===== src/rtl/iosm_consts.svh =====
// constants of the i/o status and maintenance monitor
// assumes inclusion by bare name from the rtl folder
`ifndef IOSM_CONSTS_SVH
`define IOSM_CONSTS_SVH

// ----------------------------------------
// register offsets (byte addresses)
// ----------------------------------------
`define IOSM_OFF_CTRL 8'h00
`define IOSM_OFF_INV 8'h04
`define IOSM_OFF_CAPREF 8'h08
`define IOSM_OFF_STAT_IN 8'h10
`define IOSM_OFF_STAT_OUT 8'h14
`define IOSM_OFF_HOURS 8'h18
`define IOSM_OFF_DCV 8'h1c
`define IOSM_OFF_HEAT 8'h20
`define IOSM_OFF_CURR 8'h24
`define IOSM_OFF_CAPPCT 8'h28
`define IOSM_OFF_CAPHRS 8'h2c
`define IOSM_OFF_DISP 8'h30

// ----------------------------------------
// control fields and reset values
// ----------------------------------------
`define IOSM_CTRL_COMM_BIT 0
`define IOSM_CTRL_SCOPE_LSB 1
`define IOSM_CTRL_VIEW_LSB 4
`define IOSM_CTRL_RESET 32'h0000_0000
`define IOSM_INV_RESET 5'h00
`define IOSM_CAPREF_RESET 16'h0000
`define IOSM_SCOPE_FULL 2'h2

// ----------------------------------------
// status word bit positions
// ----------------------------------------
`define IOSM_IN_LINK_FWD 13
`define IOSM_IN_LINK_REV 14
`define IOSM_IN_LINK_RST 15
`define IOSM_OUT_RELAY_BIT 8
`define IOSM_HOURS_RES_BIT 16

// ----------------------------------------
// timing and counting limits
// ----------------------------------------
`define IOSM_SEC_NS 1000000000
`define IOSM_CLK_NS 10
`define IOSM_HOUR_S 3600
`define IOSM_CAP_STEP_H 10
`define IOSM_HRS_FINE_LIMIT 16'h2710
`define IOSM_HRS_DIV 16'h000a
`define IOSM_CAP_SAT 16'h270f
`define IOSM_PCT_FULL 32'h0000_0064

`endif


===== src/rtl/iosm_pkg.sv =====
// types shared by the i/o status and maintenance monitor
// assumes the constants header sits beside it
package iosm_pkg;

   // display view chosen by software
   typedef enum logic [2:0] {
      VIEW_IN, VIEW_OUT, VIEW_HRS, VIEW_DCV,
      VIEW_HEAT, VIEW_CURR, VIEW_CAPPCT, VIEW_CAPHRS
   } iosm_view_t;

   typedef logic [15:0] iosm_word_t;

endpackage : iosm_pkg


===== src/rtl/iosm_top.sv =====
// i/o status and maintenance monitor, apb slave
// assumes pins are asynchronous, drive-side signals share pclk
`include "iosm_consts.svh"

module iosm_top #(
   parameter int unsigned SEC_CYCLES = `IOSM_SEC_NS / `IOSM_CLK_NS, // cycles per second
   parameter logic [11:0] HOUR_SECS = 12'(`IOSM_HOUR_S) // seconds per hour
) (
   input wire logic pclk, // system clock, 100 mhz
   input wire logic presetn, // async reset, active low
   input wire logic ce, // clock enable, freezes all state
   input wire logic psel, // apb select
   input wire logic penable, // apb enable
   input wire logic pwrite, // apb direction, high writes
   input wire logic [7:0] paddr, // apb byte address
   input wire logic [31:0] pwdata, // apb write data
   output logic [31:0] prdata, // apb read data
   output logic pready, // apb ready
   output logic pslverr, // apb error, unmapped address
   input wire logic forward_run_input, // terminal pin
   input wire logic reverse_run_input, // terminal pin
   input wire logic general_input_1, // terminal pin
   input wire logic general_input_2, // terminal pin
   input wire logic general_input_3, // terminal pin
   input wire logic source_input_common, // jumper pin, high selects source
   input wire logic link_forward_command, // from link logic
   input wire logic link_reverse_command, // from link logic
   input wire logic link_reset_command, // from link logic
   input wire logic transistor_output, // high while conducting
   input wire logic relay_contact_output, // high when open contact closed
   input wire logic meas_valid, // pulse: measurements fresh
   input wire logic [15:0] heat_sink_temp, // degrees celsius
   input wire logic [15:0] eff_current, // amperes
   input wire logic [15:0] dc_link_volts, // volts
   input wire logic [15:0] cap_meas, // present capacitance
   input wire logic cap_voltage_on, // level: capacitors powered
   output logic view_active, // maintenance views offered
   output logic [3:0] led_digit3, // leftmost hex digit
   output logic [3:0] led_digit2, // hex digit
   output logic [3:0] led_digit1, // hex digit
   output logic [3:0] led_digit0 // rightmost hex digit
);

   // ----------------------------------------
   // declarations
   // ----------------------------------------
   localparam logic [31:0] SEC_LAST = 32'(SEC_CYCLES - 1);
   localparam logic [15:0] CAP_STEP_LAST = 16'(`IOSM_CAP_STEP_H * HOUR_SECS - 1);

   logic [5:0] pin_s1_q, pin_s2_q;
   logic comm_q;
   logic [1:0] scope_q;
   iosm_pkg::iosm_view_t view_q;
   logic [4:0] inv_q;
   logic [15:0] cap_ref_q;
   logic [4:0] term_on, term_shown;
   iosm_pkg::iosm_word_t in_status_q, out_status_q;
   logic [31:0] sec_cnt_q;
   logic [11:0] hour_sec_q;
   logic sec_tick, hour_tick;
   logic [15:0] hours_q;
   logic [16:0] hours_shown;
   logic [15:0] cap_sec_q, cap_hours_q;
   logic cap_on_q;
   logic [15:0] dcv_q, cap_pct_q;
   iosm_pkg::iosm_word_t heat_peak, curr_peak, disp_word;
   logic [31:0] rd_d;
   logic hit_d, wr_en, ans_q;

   // shows the hour count at the resolution its range allows
   function automatic logic [16:0] hrs_disp(input logic [15:0] cnt);
      logic [15:0] tens;
      tens = cnt / `IOSM_HRS_DIV;
      if (cnt < `IOSM_HRS_FINE_LIMIT) begin
         hrs_disp = {1'b0, cnt};
      end else begin
         hrs_disp = {1'b1, tens};
      end
   endfunction : hrs_disp

   // ----------------------------------------
   // pin synchronisers
   // ----------------------------------------
   // terminal pins are asynchronous to pclk, so two stages each
   always_ff @(posedge pclk or negedge presetn) begin
      if (!presetn) begin
         pin_s1_q <= 6'h00;
         pin_s2_q <= 6'h00;
      end else if (ce) begin
         pin_s1_q <= {source_input_common, general_input_3, general_input_2,
                      general_input_1, reverse_run_input, forward_run_input};
         pin_s2_q <= pin_s1_q;
      end
   end

   // sink wiring pulls a closed terminal low, source wiring pulls it high
   assign term_on = pin_s2_q[5] ? pin_s2_q[4:0] : ~pin_s2_q[4:0];
   // link-sourced display ignores the terminal inversion mask
   assign term_shown = comm_q ? term_on : term_on ^ inv_q;

   // ----------------------------------------
   // status words
   // ----------------------------------------
   // both words load in the same cycle so no word mixes two instants
   always_ff @(posedge pclk or negedge presetn) begin
      if (!presetn) begin
         in_status_q <= 16'h0000;
         out_status_q <= 16'h0000;
      end else if (ce) begin
         in_status_q <= {comm_q & link_reset_command,
                         comm_q & link_reverse_command,
                         comm_q & link_forward_command,
                         8'h00,
                         term_shown};
         out_status_q <= {7'h00, relay_contact_output,
                          7'h00, transistor_output};
      end
   end

   // ----------------------------------------
   // time base
   // ----------------------------------------
   assign sec_tick = sec_cnt_q == SEC_LAST;
   assign hour_tick = sec_tick && hour_sec_q == HOUR_SECS - 12'h001;

   // one-second prescaler, then seconds within the hour
   always_ff @(posedge pclk or negedge presetn) begin
      if (!presetn) begin
         sec_cnt_q <= 32'h0000_0000;
         hour_sec_q <= 12'h000;
      end else if (ce) begin
         sec_cnt_q <= sec_tick ? 32'h0000_0000 : sec_cnt_q + 32'h0000_0001;
         if (hour_tick) begin
            hour_sec_q <= 12'h000;
         end else if (sec_tick) begin
            hour_sec_q <= hour_sec_q + 12'h001;
         end
      end
   end

   // ----------------------------------------
   // power-on hours
   // ----------------------------------------
   // plain 16-bit add gives the wrap from 65535 to zero
   always_ff @(posedge pclk or negedge presetn) begin
      if (!presetn) begin
         hours_q <= 16'h0000;
      end else if (ce && hour_tick) begin
         hours_q <= hours_q + 16'h0001;
      end
   end

   assign hours_shown = hrs_disp(hours_q);

   // ----------------------------------------
   // capacitor powered time
   // ----------------------------------------
   // seconds count only while the capacitors see voltage; the level is
   // sampled once so a mid-second change cannot split a count
   always_ff @(posedge pclk or negedge presetn) begin
      if (!presetn) begin
         cap_on_q <= 1'b0;
         cap_sec_q <= 16'h0000;
         cap_hours_q <= 16'h0000;
      end else if (ce) begin
         cap_on_q <= cap_voltage_on;
         if (sec_tick && cap_on_q) begin
            if (cap_sec_q == CAP_STEP_LAST) begin
               cap_sec_q <= 16'h0000;
               if (cap_hours_q != `IOSM_CAP_SAT) begin
                  cap_hours_q <= cap_hours_q + 16'h0001;
               end
            end else begin
               cap_sec_q <= cap_sec_q + 16'h0001;
            end
         end
      end
   end

   // ----------------------------------------
   // measurements
   // ----------------------------------------
   // the divide is wide but only runs on a fresh sample; a zero
   // shipment value would be meaningless, so it shows zero percent
   always_ff @(posedge pclk or negedge presetn) begin
      if (!presetn) begin
         dcv_q <= 16'h0000;
         cap_pct_q <= 16'h0000;
      end else if (ce && meas_valid) begin
         dcv_q <= dc_link_volts;
         if (cap_ref_q == 16'h0000) begin
            cap_pct_q <= 16'h0000;
         end else begin
            cap_pct_q <= 16'(({16'h0000, cap_meas} * `IOSM_PCT_FULL)
                             / {16'h0000, cap_ref_q});
         end
      end
   end

   iosm_peak_hold u_heat_peak (
      .pclk(pclk),
      .presetn(presetn),
      .ce(ce),
      .hour_start(hour_tick),
      .sample_valid(meas_valid),
      .sample(heat_sink_temp),
      .peak(heat_peak)
   );

   iosm_peak_hold u_curr_peak (
      .pclk(pclk),
      .presetn(presetn),
      .ce(ce),
      .hour_start(hour_tick),
      .sample_valid(meas_valid),
      .sample(eff_current),
      .peak(curr_peak)
   );

   // ----------------------------------------
   // display
   // ----------------------------------------
   assign view_active = scope_q == `IOSM_SCOPE_FULL;

   // outside full-menu scope nothing is shown
   always_comb begin
      disp_word = 16'h0000;
      if (view_active) begin
         unique case (view_q)
            iosm_pkg::VIEW_IN: disp_word = in_status_q;
            iosm_pkg::VIEW_OUT: disp_word = out_status_q;
            iosm_pkg::VIEW_HRS: disp_word = hours_shown[15:0];
            iosm_pkg::VIEW_DCV: disp_word = dcv_q;
            iosm_pkg::VIEW_HEAT: disp_word = heat_peak;
            iosm_pkg::VIEW_CURR: disp_word = curr_peak;
            iosm_pkg::VIEW_CAPPCT: disp_word = cap_pct_q;
            iosm_pkg::VIEW_CAPHRS: disp_word = cap_hours_q;
         endcase
      end
   end

   iosm_hex_digits u_digits (
      .pclk(pclk),
      .presetn(presetn),
      .ce(ce),
      .word(disp_word),
      .digit3(led_digit3),
      .digit2(led_digit2),
      .digit1(led_digit1),
      .digit0(led_digit0)
   );

   // ----------------------------------------
   // apb slave
   // ----------------------------------------
   // access ends in the first running cycle after the answer is captured
   assign pready = ce && ans_q;
   assign wr_en = psel && penable && pwrite && pready;

   // software-owned control registers
   always_ff @(posedge pclk or negedge presetn) begin
      if (!presetn) begin
         comm_q <= 1'(`IOSM_CTRL_RESET);
         scope_q <= 2'h0;
         view_q <= iosm_pkg::VIEW_IN;
         inv_q <= `IOSM_INV_RESET;
         cap_ref_q <= `IOSM_CAPREF_RESET;
      end else if (wr_en) begin
         unique case (paddr)
            `IOSM_OFF_CTRL: begin
               comm_q <= pwdata[`IOSM_CTRL_COMM_BIT];
               scope_q <= pwdata[`IOSM_CTRL_SCOPE_LSB +: 2];
               view_q <= iosm_pkg::iosm_view_t'(pwdata[`IOSM_CTRL_VIEW_LSB +: 3]);
            end
            `IOSM_OFF_INV: inv_q <= pwdata[4:0];
            `IOSM_OFF_CAPREF: cap_ref_q <= pwdata[15:0];
            default: ;
         endcase
      end
   end

   // read multiplexer and address decode
   always_comb begin
      rd_d = 32'h0000_0000;
      hit_d = 1'b1;
      unique case (paddr)
         `IOSM_OFF_CTRL: rd_d = {25'h0000000, view_q, 1'b0, scope_q, comm_q};
         `IOSM_OFF_INV: rd_d = {27'h0000000, inv_q};
         `IOSM_OFF_CAPREF: rd_d = {16'h0000, cap_ref_q};
         `IOSM_OFF_STAT_IN: rd_d = {16'h0000, in_status_q};
         `IOSM_OFF_STAT_OUT: rd_d = {16'h0000, out_status_q};
         `IOSM_OFF_HOURS: rd_d = {15'h0000, hours_shown};
         `IOSM_OFF_DCV: rd_d = {16'h0000, dcv_q};
         `IOSM_OFF_HEAT: rd_d = {16'h0000, heat_peak};
         `IOSM_OFF_CURR: rd_d = {16'h0000, curr_peak};
         `IOSM_OFF_CAPPCT: rd_d = {16'h0000, cap_pct_q};
         `IOSM_OFF_CAPHRS: rd_d = {16'h0000, cap_hours_q};
         `IOSM_OFF_DISP: rd_d = {16'h0000, led_digit3, led_digit2,
                                 led_digit1, led_digit0};
         default: hit_d = 1'b0;
      endcase
   end

   // answer captured in the first running cycle of a request, so a setup
   // cycle lost to a frozen block cannot hand back stale data
   always_ff @(posedge pclk or negedge presetn) begin
      if (!presetn) begin
         prdata <= 32'h0000_0000;
         pslverr <= 1'b0;
         ans_q <= 1'b0;
      end else if (ce) begin
         ans_q <= psel && !(penable && ans_q);
         if (psel && !ans_q) begin
            prdata <= pwrite ? 32'h0000_0000 : rd_d;
            pslverr <= ~hit_d;
         end
      end
   end

   // ----------------------------------------
   // assertions
   // ----------------------------------------
   a_unused_bits: assert property (
      @(posedge pclk) disable iff (!presetn)
      in_status_q[12:5] == 8'h00 && out_status_q[15:9] == 7'h00
      && out_status_q[7:1] == 7'h00)
      else $error("unassigned status bit set");

   a_link_bits_gate: assert property (
      @(posedge pclk) disable iff (!presetn)
      (ce && !comm_q) |=> in_status_q[15:13] == 3'h0)
      else $error("link bits shown outside link control");

   a_relay_bit: assert property (
      @(posedge pclk) disable iff (!presetn)
      (ce && relay_contact_output && !transistor_output)
      |=> out_status_q == 16'h0100)
      else $error("relay state not in bit 8");

   a_hours_wrap: assert property (
      @(posedge pclk) disable iff (!presetn)
      (ce && hour_tick && hours_q == 16'hffff) |=> hours_q == 16'h0000)
      else $error("hour count did not wrap to zero");

   a_hours_range: assert property (
      @(posedge pclk) disable iff (!presetn)
      hours_shown[16] ? (hours_shown[15:0] >= 16'd1000 && hours_shown[15:0] <= 16'd6553)
                      : hours_shown[15:0] < 16'd10000)
      else $error("hour display outside its range");

   a_cap_saturate: assert property (
      @(posedge pclk) disable iff (!presetn)
      cap_hours_q <= 16'd9999)
      else $error("capacitor hours past 99.99");

   a_cap_gate: assert property (
      @(posedge pclk) disable iff (!presetn)
      (!cap_on_q) |=> $stable(cap_sec_q) && $stable(cap_hours_q))
      else $error("capacitor time counted without voltage");

   a_menu_gate: assert property (
      @(posedge pclk) disable iff (!presetn)
      (ce && scope_q != 2'h2)
      |=> {led_digit3, led_digit2, led_digit1, led_digit0} == 16'h0000)
      else $error("view shown outside full menu");

   a_cap_full: assert property (
      @(posedge pclk) disable iff (!presetn)
      (ce && meas_valid && cap_ref_q != 16'h0000 && cap_meas == cap_ref_q)
      |=> cap_pct_q == 16'd100)
      else $error("shipment capacitance not one hundred percent");

endmodule : iosm_top


===== src/rtl/iosm_hex_digits.sv =====
// splits a 16-bit word into four display nibbles
// assumes one clock, async active-low reset, ce freezes state
module iosm_hex_digits (
   input wire logic pclk, // system clock
   input wire logic presetn, // async reset, active low
   input wire logic ce, // clock enable
   input wire iosm_pkg::iosm_word_t word, // word to show
   output logic [3:0] digit3, // leftmost digit, bits 15:12
   output logic [3:0] digit2, // bits 11:8
   output logic [3:0] digit1, // bits 7:4
   output logic [3:0] digit0 // rightmost digit, bits 3:0
);

   // ----------------------------------------
   // nibble registers
   // ----------------------------------------
   // most significant nibble lands on the leftmost digit
   always_ff @(posedge pclk or negedge presetn) begin
      if (!presetn) begin
         digit3 <= 4'h0;
         digit2 <= 4'h0;
         digit1 <= 4'h0;
         digit0 <= 4'h0;
      end else if (ce) begin
         digit3 <= word[15:12];
         digit2 <= word[11:8];
         digit1 <= word[7:4];
         digit0 <= word[3:0];
      end
   end

endmodule : iosm_hex_digits


===== src/rtl/iosm_peak_hold.sv =====
// hourly peak tracker for one measured quantity
// assumes hour_start is a one-cycle pulse on the same clock
module iosm_peak_hold (
   input wire logic pclk, // system clock
   input wire logic presetn, // async reset, active low
   input wire logic ce, // clock enable
   input wire logic hour_start, // pulse: a new hour begins
   input wire logic sample_valid, // pulse: sample is fresh
   input wire iosm_pkg::iosm_word_t sample, // measured value
   output iosm_pkg::iosm_word_t peak // peak of the current hour
);

   logic fresh_q;

   // ----------------------------------------
   // peak register
   // ----------------------------------------
   // a sample arriving with hour_start is the first of the new hour
   always_ff @(posedge pclk or negedge presetn) begin
      if (!presetn) begin
         fresh_q <= 1'b1;
         peak <= 16'h0000;
      end else if (ce) begin
         if (hour_start) begin
            fresh_q <= ~sample_valid;
            peak <= sample_valid ? sample : 16'h0000;
         end else if (sample_valid && (fresh_q || sample > peak)) begin
            fresh_q <= 1'b0;
            peak <= sample;
         end
      end
   end

   a_peak_first: assert property (
      @(posedge pclk) disable iff (!presetn)
      (ce && sample_valid && !hour_start && fresh_q)
      |=> peak == $past(sample))
      else $error("first sample of the hour not loaded");

endmodule : iosm_peak_hold


===== config.mk =====
export PLATFORM = sky130hd
export DESIGN_NAME = iosm_top
export DESIGN_NICKNAME = d
export VERILOG_FILES = /design/src/rtl/iosm_pkg.sv /design/src/rtl/iosm_top.sv /design/src/rtl/iosm_hex_digits.sv /design/src/rtl/iosm_peak_hold.sv
export VERILOG_INCLUDE_DIRS = /design/src /design/src/rtl
export SDC_FILE = /design/constraint.sdc
export NUM_CORES = 1
export LEC_CHECK = 0
export BUFFER_PORTS_ARGS = -buffer_cell sky130_fd_sc_hd__buf_2
export CAP_MARGIN = 30
export CORE_MARGIN = 2
export CORE_UTILIZATION = 40
export CTS_CLUSTER_SIZE = 30
export DETAILED_ROUTE_END_ITERATION = 8
export SLEW_MARGIN = 20
export SYNTH_ARGS = -nofsm -noshare
export SYNTH_HDL_FRONTEND = slang
export SYNTH_SLANG_ARGS = --single-unit

===== constraint.sdc =====
create_clock -name pclk -period 143 [get_ports pclk]
set_input_delay 21.45 -clock pclk [delete_from_list [all_inputs] [get_ports pclk]]
set_output_delay 21.45 -clock pclk [all_outputs]
set_load 0.02 [all_outputs]

==> results by group <==
Run status
  – Status: completed

Clock tree
  – CTS buffer count: 24
  – Hold buffers post-CTS: 0
  – Clock sinks: between 200 and 250
  – Clk_lat worst skew: 0.56 ns
  – CTS tree: yes
  – Clock Root Buffer: clkbuf_16
  – # H-tree levels: 1
  – Clock Tree Buf Depth: 3
  – Clk slew on worst S/H paths: approximately 0.070 ns

Timing
  – Slew @ Worst Pin: 1.060 ns
  – Relative slew slack: 0.2860
  – Setup violations, final: 0
  – F_max: around 0.0075 GHz
  – Final setup TNS: 0 ns
  – Hold Violations, Final: 0
  – Period utilization: 0.9317
  – RSZ-0062 raised after global routing: false
  – Tmin final: ~130 ns
  – Clock skew: 0.02551 ns
  – Max Slew Vio Count: 0

Placement
  – Post-DP Area: around 0.052 mm²
  – # port buffers: approximately 140
  – Placer Congestion: about 0.97
  – Final HPWL DP: between 100000 and 150000 µm

Worst setup path
  – R2r startpoint: cap_ref_q[15]$_DFFE_PN0P_
  – R2r worst-path depth: 523
  – Critical path's slowest cell: fa_1
  – Reg-to-reg slack, setup: ~32 ns
  – Crit-path max FO: 39
  – Setup CP Type: in2reg
  – Max incr delay on CP: a little over 0.8 ns
  – Crit. End Element: register
  – Worst Path Required: approximately 140 ns
  – FF-to-FF End: cap_pct_q[0]$_DFFE_PN0P_
  – Cell with the most instances on the worst path: a21oi_1
  – Crit path DAT: 133.62 ns
  – CP Launch Type: primary input

Min path
  – Hold Path Depth: 1
  – Hold endpoint: prdata[16]$_DFFE_PN0P_
  – Worst min path class: reg2reg
  – Hold Crit Start: prdata[16]$_DFFE_PN0P_

Die
  – Die footprint: 0.1268 mm²
  – Die Height: ~360 µm
  – Row cnt: around 130
  – Starting density of the core: 0.4021
  – Die width: approximately 360 µm
  – Core area: approximately 0.12 mm²
  – IO Pins: approximately 170

Logic synthesis
  – Seq cells post-synth: between 200 and 250
  – Main combinational cell family by area after synthesis: compound AO/OA/AOI/OAI gates
  – Adder-cell share of the synthesized area: 0.1276
  – Mux cell area share after synthesis: 0.05652
  – XOR/XNOR Fraction of Synth Area: 0.1068
  – Post-synth EDFFs: 0
  – Sequential share of the synthesized area: 0.1227
  – Most used DFF post-synth: dfrtp_1
  – Count of cell types in the netlist: about 150
  – Avg Inst Size Synth: between 7 and 8 µm²
  – Post-synthesis cell count: a little under 7k
  – Fraction of the mapped netlist area in compound gates: 0.2876
  – Post-Synth Simple-Gate Area: 0.2532
  – Mapped Area: 0.04959 mm²
  – Syn. warnings: 0
  – Ys async rst share: 1.000

Layout
  – Commonest non-fill, non-tap cell in the layout: nor2_1
  – Most frequent cells in the layout: nor2_1 (651), a21oi_1 (624), nand2_1 (520)
  – Nets@finish: 7401
  – FILL cells: ~13k
  – Seq. cell area: about 0.0061 mm²
  – Multi-input logic area: 0.04137 mm²
  – Layout cell share with drive strength beyond 1: 0.1008
  – Area grow syn2layout: 7.156%
  – Finished layout cell area: approximately 0.053 mm²

Detailed routing
  – Starting DRC count in detailed routing: between 4k and 5k
  – Pre-antenna DRT Iters: 6
  – Mean routed wirelength per cell: between 20 and 25 µm
  – Antenna Violating Nets Remaining: 0
  – Remaining DRCs: 0
  – Routed WL: approximately 180000 µm
  – Routed vias: 52.06k
  – Via-to-Cell Ratio: between 6 and 7

Job
  – Max Cap Viol: 0

Global routing
  – Number of global-route vias before repair: 48.48k
  – Largest net degree at the start of global routing: between 100 and 150
  – First-pass GRT wire length: approximately 270000 µm
  – Total gr overflow: 0
  – Tot GR Track Use: 0.2670
  – Antenna violations before repair: 7
sequential cells by signal, indices dropped and copies added, names as in the netlist, 2 cells and up:
| name | flops |
|---|---|
| sec_cnt_q | 32 |
| hour_sec_q | 12 |
| cap_sec_q | 16 |
| cap_hours_q | 16 |
| hours_q | 16 |
| dcv_q | 16 |
| u_heat_peak.peak | 16 |
| u_digits.digit3 | 4 |
| u_digits.digit2 | 4 |
| u_curr_peak.peak | 16 |
| prdata | 17 |
| cap_pct_q | 16 |
| in_status_q | 8 |
| pin_s2_q | 6 |
| inv_q | 5 |
| u_digits.digit0 | 4 |
| pin_s1_q | 6 |
| scope_q | 2 |
| out_status_q | 2 |
| u_digits.digit1 | 4 |
| cap_ref_q | 16 |
| view_q | 3 |
per-layer routing:
| metal | wire length, µm | share of wire | vias to the layer above | global-route usage |
|---|---|---|---|---|
| met3 | 11070 | 0.063 | 298 | 0.01859 |
| met1 | 80150 | 0.45 | 24790 | 0.3690 |
| met5 | 0 | 0 | - | 0 |
| met2 | 78570 | 0.44 | 1810 | 0.4380 |
| met4 | 6777 | 0.038 | 0 | 0.09063 |
| li1 | - | - | 25160 | - |
cells by family (layout without fill, tap and decap cells):
| kind of cell | Yosys count | after routing |
|---|---|---|
| AO/OA/AOI/OAI | 2116 | 2116 |
| XOR/XNOR | 595 | 595 |
| adder cells (fa/ha/maj) | 499 | 499 |
| buffers and inverters | 558 | 612 |
| flip-flops | 243 | 243 |
| multiplexers | 249 | 249 |
| other | 1 | 16 |
| AND/OR/NAND/NOR | 2470 | 2470 |
synthesized netlist by cell type (25+ instances only):
cell       instances  area share
mux2i_1           72       0.015
buf_1             30      0.0023
a31oi_1           61      0.0077
o21ai_1           34      0.0034
and3_1            64      0.0081
buf_4             25      0.0038
mux2_2           156       0.035
o211ai_1          51      0.0077
nor3_1           181       0.018
nand2b_1         112       0.014
and4_1            45      0.0079
o2111ai_1         29      0.0051
o21ai_0          386       0.039
xor2_1           191       0.034
o21bai_1          55      0.0083
or3_1             55      0.0069
or4_1             30      0.0045
nand2_1          522       0.040
o31ai_1           55      0.0083
nand3_1          237       0.024
a21o_1           227       0.034
a21oi_1          624       0.063
a211oi_1          45      0.0068
and2_1            83       0.010
a22oi_1           56      0.0085
dfrtp_1          241        0.12
a22o_1            32      0.0057
xnor2_1          394       0.070
or2_2             36      0.0045
nor2b_1           97       0.012
ha_1             485        0.12
clkbuf_1         164       0.012
o21a_1            88       0.013
nand4_1          142       0.018
buf_2             34      0.0034
nor2_1           654       0.050
a221oi_1          27      0.0048
inv_1            294       0.022
nor4_1            72      0.0091
final cells by class:
| type | count | share of cell area |
|---|---|---|
| Sequential cell | 243 | 0.1145 |
| Clock inverter | 17 | 0.004050 |
| Timing Repair Buffer | 265 | 0.03097 |
| Inverter | 302 | 0.02141 |
| Multi-Input combinational cell | 5944 | 0.7787 |
| Clock buffer | 27 | 0.01170 |
| Timing Repair inverter | 1 | 0.00009419 |
| Antenna cell | 1 | 0.00004710 |
| Tap cell | 1637 | 0.03855 |
worst max-delay path: cells and delay by family:
| kind | cells | cell delay [ns] |
|---|---|---|
| AO/OA/AOI/OAI | 269 | 57.45 |
| AND/OR/NAND/NOR | 167 | 31.82 |
| adder cells (fa/ha/maj) | 35 | 11.66 |
| buffers and inverters | 46 | 7.36 |
| multiplexers | 9 | 3.10 |
| XOR/XNOR | 2 | 0.49 |
worst max path at each step:
stage	start	end	slack [ns]	cells after the start
after floorplan	cap_meas[6]	cap_pct_q[0]$_DFFE_PN0P_	21.46	565
after global placement	cap_meas[2]	cap_pct_q[0]$_DFFE_PN0P_	9.75	523
after detailed placement	cap_meas[2]	cap_pct_q[0]$_DFFE_PN0P_	8.98	522
after CTS	cap_meas[2]	cap_pct_q[0]$_DFFE_PN0P_	9.00	522
after global routing	cap_meas[2]	cap_pct_q[0]$_DFFE_PN0P_	0.05	536
final	cap_meas[2]	cap_pct_q[0]$_DFFE_PN0P_	9.77	528
stage by stage:
stage	std cells	util	hold WS [ns]	setup WS, ns
2_1_floorplan	6745	-	0.4596	21.46
3_3_place_gp	8373	0.4227	0.4771	9.750
3_5_place_dp	8378	0.4231	0.4765	8.982
4_1_cts	8422	0.4299	0.4913	9.001
5_1_grt	8436	0.4309	0.5044	0.05275
6_report	8437	0.4309	0.4884	9.772
repair_timing:
action                                  4_1_cts  5_1_grt
endpoints found under the setup margin        0        1
resized for setup                             0        7
buffers inserted                              0        7
Power is left out: the tool's default activity adds up to more than one toggle a clock period on the data nets, which glitch-free logic cannot reach.
